[config.mk]
export PLATFORM = sky130hd
export DESIGN_NAME = slcd_ctrl
export DESIGN_NICKNAME = d
export VERILOG_FILES = /design/src/verilog/slcd_pkg.sv /design/src/verilog/slcd_ctrl.sv
export VERILOG_INCLUDE_DIRS = /design/src /design/src/verilog
export SDC_FILE = /design/constraint.sdc
export NUM_CORES = 1
export LEC_CHECK = 0
export ABC_AREA = 1
export BUFFER_PORTS_ARGS = -buffer_cell sky130_fd_sc_hd__buf_2
export CORE_ASPECT_RATIO = 0.7
export CORE_MARGIN = 10
export CORE_UTILIZATION = 54
export DETAILED_ROUTE_END_ITERATION = 10
export PLACE_DENSITY = 0.77
export RECOVER_POWER = 25
export SLEW_MARGIN = 30
export SYNTH_ARGS = -nofsm -noshare
export SYNTH_HDL_FRONTEND = slang
export SYNTH_SLANG_ARGS = --single-unit
[constraint.sdc]
create_clock -name mclk -period 1.7 [get_ports mclk]
set_input_delay 0.34 -clock mclk [delete_from_list [all_inputs] [get_ports mclk]]
set_output_delay 0.34 -clock mclk [all_outputs]
set_load 0.01 [all_outputs]
[src/verilog/slcd_params.svh]
`ifndef SLCD_PARAMS_SVH
`define SLCD_PARAMS_SVH

// Register indices on the special function port
`define SLCD_IDX_CONTROL       1'b0
`define SLCD_IDX_POWER         1'b1

// Display control field positions
`define SLCD_CTL_TYPE_BIT      7
`define SLCD_CTL_BIAS_HI       2
`define SLCD_CTL_BIAS_LO       1
`define SLCD_CTL_EN_BIT        0
`define SLCD_CTL_RESET         8'h00

// Power control field positions
`define SLCD_PWR_DUTY_BIT      4
`define SLCD_PWR_SRC_BIT       3
`define SLCD_PWR_PUMP_HI       1
`define SLCD_PWR_PUMP_LO       0
`define SLCD_PWR_RESET         8'h00

// Panel geometry
`define SLCD_NUM_COM           6
`define SLCD_NUM_SEG           32
`define SLCD_SEG_6DUTY         30
`define SLCD_COM_4DUTY         3'h4
`define SLCD_COM_6DUTY         3'h6
`define SLCD_MEM_BYTES         5'h18

// Sub clock divider
`define SLCD_SUB_DIV           3'h7

// Float hold after a processor reset
`define SLCD_MCLK_MHZ          10
`define SLCD_RESET_DELAY_US    25
`define SLCD_SETTLE_US         16
`define SLCD_FLOAT_CYCLES      ((`SLCD_RESET_DELAY_US + `SLCD_SETTLE_US) \
                                * `SLCD_MCLK_MHZ)

// Bias levels: 0 = VSS, 1 = VC, 2 = VB, 3 = VA
`define SLCD_LVL_VSS           2'h0
`define SLCD_LVL_VC            2'h1
`define SLCD_LVL_VB            2'h2
`define SLCD_LVL_VA            2'h3

`endif

[src/verilog/slcd_pkg.sv]
package slcd_pkg;

    // One panel pin: drive enable and bias level
    typedef struct packed {
        logic       oe;
        logic [1:0] level;
    } slcd_drive_t;

    // Special function register access
    typedef struct packed {
        logic       wr;
        logic       idx;
        logic [7:0] wdata;
    } slcd_sfr_req_t;

    // Display memory access
    typedef struct packed {
        logic       wr;
        logic [4:0] addr;
        logic [7:0] wdata;
    } slcd_mem_req_t;

    // Output condition of the driver
    typedef enum logic [1:0] {
        SLCD_FLOAT,
        SLCD_OFF,
        SLCD_RUN
    } slcd_state_t;

endpackage
[src/verilog/slcd_ctrl.sv]
// Function
// - Enable bit acts only outside sleep; sleep always holds display disabled.
// - Control bit 7 picks waveform: zero type A, one type B.
// - Control bits 2..1 pick bias current 25, 50, 100, 200 uA.
// - Control bit 0 enables the display driver.
// - Power bit 4 picks quarter duty (four commons) or sixth duty (six).
// - Quarter duty drives commons 0..3 only and releases commons 4 and 5.
// - Power bit 3 picks supply pin (pump off) or internal charge pump.
// - Power bits 1..0 pick pump level 3.3, 3.0, 2.7 or 4.5 volts.
// - Charge pump runs only when enable and supply source bits are both set.
// - Bias network DC path is off whenever the driver is disabled.
// - Display reset is inverted enable OR sleep.
// - Clearing enable resets display and drives all in-use commons and segments low.
// - Entering sleep resets display and drives outputs low despite enable set.
// - Processor reset floats outputs for reset delay plus settle time.
// - Watchdog reset in idle or sleep does not count as processor reset.
// - Panel is 32x4 or 30x6 with one-third resistor bias.
// - Duty sets the number of time slots in each frame.
// - Disabled driver stops drive signals, giving a blank low-power panel.
// - All control fields, enable included, reset to zero at power-on.
// - Control bits 6..3 read back as zero.
// - Type B runs at a lower signal frequency than type A.
// - Display clock is the sub clock divided by eight.
// - Memory rows of commons 4 and 5 read zero at quarter duty.
`include "slcd_params.svh"

module slcd_ctrl (
    input  wire logic                                  mclk,
    input  wire logic                                  rst_n,
    input  wire logic                                  sub_clk_en,
    input  wire logic                                  sleep_mode,
    input  wire logic                                  cpu_reset,
    input  wire logic                                  wdt_lowpower_reset,
    input  wire slcd_pkg::slcd_sfr_req_t               sfr_req,
    output logic [7:0]                                 sfr_rdata,
    input  wire slcd_pkg::slcd_mem_req_t               mem_req,
    output logic [7:0]                                 mem_rdata,
    output slcd_pkg::slcd_drive_t [`SLCD_NUM_COM-1:0]  com_drv,
    output slcd_pkg::slcd_drive_t [`SLCD_NUM_SEG-1:0]  seg_drv,
    output logic                                       com45_panel_owned,
    output logic [1:0]                                 bias_current_sel,
    output logic                                       bias_path_on,
    output logic                                       pump_on,
    output logic [1:0]                                 pump_voltage_sel,
    output logic                                       supply_source_sel
);
    import slcd_pkg::*;

    // Common level for one slot half: selected swings full, others a third
    function automatic logic [1:0] com_level(input logic sel,
                                             input logic pol);
        if (sel)
            com_level = pol ? `SLCD_LVL_VSS : `SLCD_LVL_VA;
        else
            com_level = pol ? `SLCD_LVL_VB : `SLCD_LVL_VC;
    endfunction

    // Segment level: on opposes the selected common, off sits near it
    function automatic logic [1:0] seg_level(input logic on,
                                             input logic pol);
        if (on)
            seg_level = pol ? `SLCD_LVL_VA : `SLCD_LVL_VSS;
        else
            seg_level = pol ? `SLCD_LVL_VC : `SLCD_LVL_VB;
    endfunction

    // Register port and display memory storage
    logic [7:0]        control_reg;
    logic [7:0]        power_reg;
    logic [31:0]       mem_reg [`SLCD_NUM_COM];

    // Panel sequencer state
    logic [2:0]        div_reg;
    logic [2:0]        slot_reg;
    logic [2:0]        slot_next;
    logic              phase_reg;
    logic              phase_next;
    logic              frame_pol_reg;
    logic              frame_pol_next;
    logic [15:0]       float_cnt_reg;
    slcd_state_t       state_reg;
    slcd_state_t       state_next;
    slcd_drive_t [`SLCD_NUM_COM-1:0] com_drv_reg;
    slcd_drive_t [`SLCD_NUM_SEG-1:0] seg_drv_reg;
    logic [7:0]        sfr_rdata_reg;
    logic [7:0]        mem_rdata_reg;

    // Decoded control fields
    wire         wave_type_b  = control_reg[`SLCD_CTL_TYPE_BIT];
    wire         display_enable = control_reg[`SLCD_CTL_EN_BIT];
    wire         duty_select  = power_reg[`SLCD_PWR_DUTY_BIT];
    wire [2:0]   num_com      = duty_select ? `SLCD_COM_6DUTY
                                            : `SLCD_COM_4DUTY;
    wire         mcu_reset    = cpu_reset & ~wdt_lowpower_reset;
    wire         enable_eff   = display_enable & ~sleep_mode;
    wire         display_reset = ~display_enable | sleep_mode;
    wire         disp_tick    = sub_clk_en
                                & (div_reg == `SLCD_SUB_DIV);
    wire         last_slot    = slot_reg == (num_com - 3'h1);
    wire         floating     = mcu_reset || (float_cnt_reg != 16'h0);
    wire         pol          = wave_type_b ? frame_pol_reg
                                            : phase_reg;

    // Readback views with unimplemented bits at zero
    wire [7:0]   control_view = {wave_type_b, 4'h0,
                                 control_reg[`SLCD_CTL_BIAS_HI:
                                             `SLCD_CTL_BIAS_LO],
                                 display_enable};
    wire [7:0]   power_view   = {3'h0, duty_select,
                                 power_reg[`SLCD_PWR_SRC_BIT], 1'b0,
                                 power_reg[`SLCD_PWR_PUMP_HI:
                                           `SLCD_PWR_PUMP_LO]};
    wire [7:0]   sfr_view     = (sfr_req.idx == `SLCD_IDX_POWER)
                                ? power_view : control_view;

    // Memory read decode: row per common, four bytes per row
    wire [2:0]   mem_row      = mem_req.addr[4:2];
    wire [1:0]   mem_byte     = mem_req.addr[1:0];
    wire         mem_in_range = mem_req.addr < `SLCD_MEM_BYTES;
    wire         mem_row_live = mem_in_range
                                & (duty_select | (mem_row < 3'h4));
    wire [31:0]  mem_row_data = mem_in_range ? mem_reg[mem_row]
                                             : 32'h0;
    wire [7:0]   mem_view     = mem_row_live
                                ? mem_row_data[{mem_byte, 3'h0} +: 8]
                                : 8'h00;

    // Analog control outputs
    assign bias_current_sel  = control_reg[`SLCD_CTL_BIAS_HI:
                                           `SLCD_CTL_BIAS_LO];
    assign supply_source_sel = power_reg[`SLCD_PWR_SRC_BIT];
    assign pump_voltage_sel  = power_reg[`SLCD_PWR_PUMP_HI:
                                         `SLCD_PWR_PUMP_LO];
    assign pump_on           = enable_eff & supply_source_sel;
    assign bias_path_on      = ~display_reset & ~floating;
    assign com45_panel_owned = duty_select;
    assign com_drv           = com_drv_reg;
    assign seg_drv           = seg_drv_reg;
    assign sfr_rdata         = sfr_rdata_reg;
    assign mem_rdata         = mem_rdata_reg;

    // Output condition: float beats reset beats run
    always_comb
    begin
        if (floating)
            state_next = SLCD_FLOAT;
        else if (display_reset)
            state_next = SLCD_OFF;
        else
            state_next = SLCD_RUN;
    end

    // Slot, half-slot phase and frame polarity sequencing
    always_comb
    begin
        slot_next      = slot_reg;
        phase_next     = phase_reg;
        frame_pol_next = frame_pol_reg;
        if (state_reg != SLCD_RUN)
        begin
            slot_next      = 3'h0;
            phase_next     = 1'b0;
            frame_pol_next = 1'b0;
        end
        else if (disp_tick)
        begin
            if (!wave_type_b && !phase_reg)
                phase_next = 1'b1;
            else
            begin
                phase_next = 1'b0;
                slot_next  = last_slot ? 3'h0 : slot_reg + 3'h1;
                if (last_slot)
                    frame_pol_next = ~frame_pol_reg;
            end
        end
    end

    // Control registers, cleared at power-on and processor reset
    always_ff @(posedge mclk or negedge rst_n)
    begin
        if (!rst_n)
        begin
            control_reg <= `SLCD_CTL_RESET;
            power_reg   <= `SLCD_PWR_RESET;
        end
        else if (mcu_reset)
        begin
            control_reg <= `SLCD_CTL_RESET;
            power_reg   <= `SLCD_PWR_RESET;
        end
        else if (sfr_req.wr && sfr_req.idx == `SLCD_IDX_CONTROL)
            control_reg <= sfr_req.wdata;
        else if (sfr_req.wr && sfr_req.idx == `SLCD_IDX_POWER)
            power_reg   <= sfr_req.wdata;
    end

    // Registered read data for both ports
    // Read data follows the index or address of the previous cycle
    always_ff @(posedge mclk or negedge rst_n)
    begin
        if (!rst_n)
        begin
            sfr_rdata_reg <= 8'h00;
            mem_rdata_reg <= 8'h00;
        end
        else
        begin
            sfr_rdata_reg <= sfr_view;
            mem_rdata_reg <= mem_view;
        end
    end

    // Display memory rows, one byte lane per write
    genvar r;
    generate
        for (r = 0; r < `SLCD_NUM_COM; r++)
        begin : g_row
            wire row_hit = mem_req.wr && mem_in_range
                           && (mem_row == 3'(r));
            // One byte lane of this row per write
            always_ff @(posedge mclk or negedge rst_n)
            begin
                if (!rst_n)
                    mem_reg[r] <= 32'h0;
                else if (row_hit)
                    mem_reg[r][{mem_byte, 3'h0} +: 8] <= mem_req.wdata;
            end
        end
    endgenerate

    // Sub clock divider to display tick
    // Restarts on each entry to run so slot zero starts fresh
    always_ff @(posedge mclk or negedge rst_n)
    begin
        if (!rst_n)
            div_reg <= 3'h0;
        else if (state_reg != SLCD_RUN)
            div_reg <= 3'h0;
        else if (sub_clk_en)
            div_reg <= div_reg + 3'h1;
    end

    // Float hold counter after processor reset release
    // Reloads through the reset, so the window counts from release
    always_ff @(posedge mclk or negedge rst_n)
    begin
        if (!rst_n)
            float_cnt_reg <= 16'h0;
        else if (mcu_reset)
            float_cnt_reg <= 16'(`SLCD_FLOAT_CYCLES);
        else if (float_cnt_reg != 16'h0)
            float_cnt_reg <= float_cnt_reg - 16'h1;
    end

    // Sequencer state
    always_ff @(posedge mclk or negedge rst_n)
    begin
        if (!rst_n)
        begin
            state_reg     <= SLCD_OFF;
            slot_reg      <= 3'h0;
            phase_reg     <= 1'b0;
            frame_pol_reg <= 1'b0;
        end
        else
        begin
            state_reg     <= state_next;
            slot_reg      <= slot_next;
            phase_reg     <= phase_next;
            frame_pol_reg <= frame_pol_next;
        end
    end

    // Common pin drive
    genvar c;
    generate
        for (c = 0; c < `SLCD_NUM_COM; c++)
        begin : g_com
            wire in_use = (c < 4) || duty_select;
            slcd_drive_t drv_next;
            // Next drive for this common from the output condition
            always_comb
            begin
                drv_next = '0;
                unique case (state_reg)
                    SLCD_FLOAT: drv_next = '0;
                    SLCD_OFF:   drv_next = '{oe: in_use,
                                             level: `SLCD_LVL_VSS};
                    SLCD_RUN:   drv_next = '{oe: in_use,
                                  level: com_level(slot_reg == 3'(c),
                                                   pol)};
                    default:    drv_next = '0;
                endcase
            end

            // Register pin enable and level together
            always_ff @(posedge mclk or negedge rst_n)
            begin
                if (!rst_n)
                    com_drv_reg[c] <= '0;
                else
                    com_drv_reg[c] <= drv_next;
            end
        end
    endgenerate

    // Segment pin drive from the row of the active common
    genvar s;
    generate
        for (s = 0; s < `SLCD_NUM_SEG; s++)
        begin : g_seg
            wire in_use = (s < `SLCD_SEG_6DUTY) || !duty_select;
            wire on     = mem_reg[slot_reg][s];
            slcd_drive_t drv_next;
            // Next drive for this segment from the output condition
            always_comb
            begin
                drv_next = '0;
                unique case (state_reg)
                    SLCD_FLOAT: drv_next = '0;
                    SLCD_OFF:   drv_next = '{oe: in_use,
                                             level: `SLCD_LVL_VSS};
                    SLCD_RUN:   drv_next = '{oe: in_use,
                                  level: seg_level(on, pol)};
                    default:    drv_next = '0;
                endcase
            end

            // Register pin enable and level together
            always_ff @(posedge mclk or negedge rst_n)
            begin
                if (!rst_n)
                    seg_drv_reg[s] <= '0;
                else
                    seg_drv_reg[s] <= drv_next;
            end
        end
    endgenerate

endmodule

-- Word-level counts from Yosys, hierarchy flattened
Index checks and enable logic that the tools add are counted.
- bits in registers: 361
- input bits: 30
- output and inout port bits: 138
- add/sub/neg operators: 5
- order comparisons: 4
- equality and inequality tests: 17
- shifts and indexed selects: 3
- muxes and demuxes: 119
- bitwise gates (word level): 17
- reduce and logical (&&, ||, !) cells: 26
- operators with widths (cell ; count):
    $pmux 3 s2 ; 38
    $bmux 32 s3 ; 2
    $bwmux 32 ; 6
    $mux 32 ; 5
    $mux 2 ; 45
    $mux 16 ; 2
    $mux 8 ; 4
    $shift 8x7->32 const A ; 1
    $shiftx 32x6->8 ; 1
    $shiftx 8x7->32 ; 1
    $mux 3 ; 6
    $reduce_bool 16->1 ; 1
    $sub 16x1->16 const B ; 1
    $eq 3x3->1 const B ; 5
    $mux 5 ; 3
    $eq 3x2->1 const B ; 4
    $reduce_bool 2->1 ; 6
    $logic_and 1x1->1 ; 10
    $ge 4x4->1 const B ; 2
    $mux 1 ; 8
    $not 3->4 ; 2
    $neg 5->7 ; 1
    $not 1->1 ; 7
    $add 3x1->3 const B ; 2
    16 further kinds ; 28

-- Depth between registers and ports, before layout
- word-level depth: 7
- mapped depth: 13

-- Worst setup path before layout
OpenSTA, ideal clock, no wires.
- path type: input -> register
- start: input mem_req[9] (netlist name)
- end: register mem_reg[176] (netlist name)
- arrival: 2.092 ns
- path slack: -0.457 ns
- stages on the path: 7
- path buffers: 2
- cell sequence: clkbuf_1 clkinv_1 ha_1 clkbuf_1 nand2_1 nor2_1 mux2_2
- word-level cells in the longest chain between the ends: 3
- elaborated cells between the ends (all ways): 7
- ends and longest elaborated chain (item ; line ; RTL):
    start: declaration ; slcd_ctrl.sv:36 ; input wire slcd_pkg::slcd_mem_req_t mem_req,
    $neg 5->7 / $lt 5x5->1 (equally long branches) ; - ;
    $shiftx 8x7->32 (tied with other cells) ; slcd_ctrl.sv:227 ; mem_reg[r][{mem_byte, 3'h0} +: 8] <= mem_req.wdata;
    $bwmux 32 / $logic_and 1x1->1 (equally long branches) ; slcd_ctrl.sv:227, slcd_ctrl.sv:220 ;
    end signal: indexed assignment ; slcd_ctrl.sv:227 ;
    end: declaration ; slcd_ctrl.sv:70 ; logic [31:0] mem_reg [`SLCD_NUM_COM];
Several ways; a longest one is shown, not always the timed one.
A chain may end at the register's enable or synchronous reset.

-- Final worst setup path
- start: register float_cnt_reg[4]
- end: output bias_path_on
- word-level cells in the longest chain between the ends: 4
- ends and longest elaborated chain (item ; line ; RTL):
    start: declaration ; slcd_ctrl.sv:80 ; logic [15:0] float_cnt_reg;
    start signal: assignment ; slcd_ctrl.sv:251 ; float_cnt_reg <= 16'(`SLCD_FLOAT_CYCLES);
    start signal: assignment ; slcd_ctrl.sv:253 ; float_cnt_reg <= float_cnt_reg - 16'h1;
    $reduce_bool 16->1 ; slcd_ctrl.sv:100 ; wire floating = mcu_reset || (float_cnt_reg != 16'h0);
    $logic_or 1x1->1 ; slcd_ctrl.sv:100 ;
    $not 1->1 ; slcd_ctrl.sv:135 ; assign bias_path_on = ~display_reset & ~floating;
    $and 1x1->1 ; slcd_ctrl.sv:135 ;
    end: declaration ; slcd_ctrl.sv:42 ; output logic bias_path_on,
No other way between the ends.

==> flow_summary.json <==
{
  "status": "finished with violations",
  "violations": "setup timing",
  "clock_path_buffers": 3,
  "num-fill-cells": 2103,
  "max_freq_mhz": 434,
  "clk_pin_slew_ns": 0.07,
  "drive_gt1_frac": 0.265,
  "layout_setup_ws_ns": -0.604,
  "hold-worst-slack_ns": 0.0152,
  "hold_violations": 0,
  "drv_cap": 0,
  "worst-r2r-cell-count": 15,
  "crit_path_max_incr_delay_ns": 0.39,
  "dieWidth_um": 223,
  "path_buf_inv": 2,
  "r2r-start": "float_cnt_reg[4]",
  "postRouteAntennaNets": 0,
  "die_y_um": 162,
  "power_frac_clock": 0.371,
  "crit_path_top_delay_cell": "dfrtp_1",
  "rows": 51,
  "drtIter0Drc": 2031,
  "p_leak_nw": 10.1,
  "comb_power_share": 0.176,
  "final_common_cell": "nand2_1",
  "start_util": 0.554,
  "yosysTopAreaCell": "dfrtp_1",
  "overflow": 0,
  "dp_hpwl_um": 34700,
  "post_drt_wl_per_cell_um": 20.7,
  "finalCriticalPeriod_ns": 2.30,
  "synth_seq_cells": 283,
  "yosysTopAreaCellShare": 0.454,
  "fin_skew_ns": 0.0124,
  "place_ws_ns": -0.327,
  "crit_top_cell": "nor2_4",
  "cp.depth": 8,
  "finalPower_mw": 17.5,
  "final_cell_mix": "nand2_1, dfrtp_1, nor2_1, inv_1, buf_2",
  "crit_chain": "nor2_2, nand2_2, nor2_4, inv_2, nor2_4, nand4_1, nor3_2, buf_2",
  "fin_cells": 2735,
  "io_pins": 168,
  "antenna_found_initial": 2,
  "crit_family": "simple AND/OR/NAND/NOR gates",
  "num_vias": 15826,
  "syn_area_um2": 15500,
  "multi_input_area_um2": 7250,
  "worst-slew-pin-transition_ns": 1.00,
  "max_slew_margin": 0.331,
  "fin_crit_sh": 1.36,
  "grt_pass1_vias": 14306,
  "drv_slew": 0,
  "num-nets-final": 2385,
  "ys_seq_area_frac": 0.456,
  "place_inst": 2612,
  "synth_area_leaders": "dfrtp_1, nand2_1, o21ai_0",
  "largest_reg_flops": 192,
  "power.switching_mw": 5.20,
  "dieArea_um2": 36100,
  "root_buffer": "clkbuf_16",
  "rsz0062_at_grt": "true",
  "hold_path.class": "primary input to flip-flop",
  "regToRegSetupSlack_ns": -0.51,
  "cts_max_level": 1,
  "pwr_density_cell_nw_per_um2": 873,
  "cts_tree": "done",
  "grt_max_degree": 95,
  "vias_per_cell": 5.79,
  "finalSetupViolCount": 94,
  "port_buffers": 163,
  "cp-endpoint": "bias_path_on",
  "track_usage": 0.274,
  "endpoint_kind": "output port",
  "area_growth_pct": 28.7,
  "avgSynthCellArea_um2": 7.45,
  "ys_types": 36,
  "critPathMaxFanout": 2,
  "routabilityCongestion": 1.02,
  "power_frac_seq": 0.453,
  "cts.sinks": 283,
  "wirelength_um": 56600,
  "grt_pass1_wl_um": 79500,
  "seq_area_um2": 7090,
  "sw_frac_of_total": 0.298,
  "p_int_mw": 12.3,
  "r2r_end": "state_reg[0]",
  "drc": 0,
  "worstPathRequired_ns": 1.36,
  "numCtsBuffers": 28,
  "synth_cells": 2087,
  "crit_path_start": "float_cnt_reg[4]",
  "crit_type": "flip-flop to output port",
  "firstDrtPassIters": 8,
  "ir_drop_mv": 0.739,
  "worst-endpoint-arrival_ns": 1.96,
  "yosysWarnings": 0,
  "clock_latency_ns": 0.57,
  "startpoint_type": "flip-flop",
  "coreArea_um2": 28100
}
[stage by stage]
stage	utilization	setup TNS, ns	area [µm²]
4_1_cts	0.676	-2.14	19000
3_3_place_gp	0.629	-16.63	17700
2_1_floorplan	-	0	15700
3_5_place_dp	0.629	-19.90	17700
6_report	0.712	-7.25	20000
5_1_grt	0.712	-22.27	20000
[power by group through the flow]
| stage | clock network [mW] | logic, mW | registers (mW) |
|---|---|---|---|
| global placement | 0 | 2.66 | 7.96 |
| detailed placement | 0 | 2.76 | 8.00 |
| floorplan | 0 | 1.62 | 7.93 |
| global route | 6.80 | 3.39 | 7.98 |
| finish | 6.48 | 3.07 | 7.92 |
| CTS | 6.49 | 2.87 | 7.88 |
[final cells by class]
class | count | share of cell area
antenna | 1 | 0.000125
clock buffer | 35 | 0.0399
clock inverter | 17 | 0.00763
inverter | 189 | 0.0368
multi-input combinational | 1439 | 0.363
sequential | 283 | 0.354
tap | 371 | 0.0232
timing repair buffer | 400 | 0.175
[worst reg2reg max path, stage by stage (launching register included)]
cell and delay, ns:
dfrtp_1 0.39, nor2_2 0.16, nand2_2 0.09, nor2_4 0.13, inv_2 0.06, nor2_4 0.10, nand4_1 0.14, buf_4 0.17
buf_4 0.12, buf_4 0.12, buf_4 0.12, buf_4 0.12, buf_4 0.12, buf_4 0.13, buf_6 0.11, nor2_4 0.07
[Yosys cell counts, drive strengths merged]
cell type and n:
ha 14, o22ai 5, dfstp 1, inv 184, o31ai 4, clkbuf 49
xor2 2, or2 5, nand4 21, nor2 235, nand3b 3, xnor2 5
o21bai 1, o211ai 45, a211oi 1, clkinv 5, dfrtp 282, mux2 24
buf 130, nand2 632, o21ai 233, nand3 71, conb 1, a21oi 87
o21a 31, nor3 15, and2 1
[kinds of logic (layout without fill, tap and decap cells)]
| kind of cell | after synthesis | after routing | synth area share |
|---|---|---|---|
| and+or+nand+nor | 983 | 985 | 0.255 |
| AOI/OAI and AO/OA | 407 | 407 | 0.145 |
| buffers and inverters | 368 | 641 | 0.111 |
| DFF | 283 | 283 | 0.456 |
| muxes | 24 | 24 | 0.0174 |
| adders and majority gates | 14 | 14 | 0.0113 |
| xor gates and xnor gates | 7 | 7 | 0.00394 |
| other | 1 | 3 | 0.000241 |
[how the worst min path moves through the flow]
stage / from / end / slack (ns) / depth (start not counted)
final: sfr_req[3] / power_reg[3] / 0.02 / 3
after global placement: rst_n / mem_reg[159] / 0.17 / 1
after global routing: sfr_req[4] / power_reg[4] / 0.04 / 3
after floorplan: rst_n / com_drv[10] / 0.04 / 0
after detailed placement: rst_n / mem_reg[89] / 0.17 / 1
after CTS: sfr_req[4] / power_reg[4] / 0.01 / 3
[timing repair]
item,in CTS,in global routing
gates cloned,2,20
gates resized for setup,25,153
setup endpoints to repair,72,93
setup buffers,29,28
pin swaps,9,117
hold endpoints to repair,220,0
hold buffers,2,0
[per-layer routing]
| metal | part of all wire | track usage | wire [µm] |
|---|---|---|---|
| met1 | 0.39 | 0.370 | 21900 |
| met2 | 0.43 | 0.413 | 24500 |
| met3 | 0.14 | 0.0859 | 7960 |
| met4 | 0.036 | 0.0796 | 2030 |
| met5 | 0.0018 | 0 | 102 |
(Power assumes the default switching activity.)
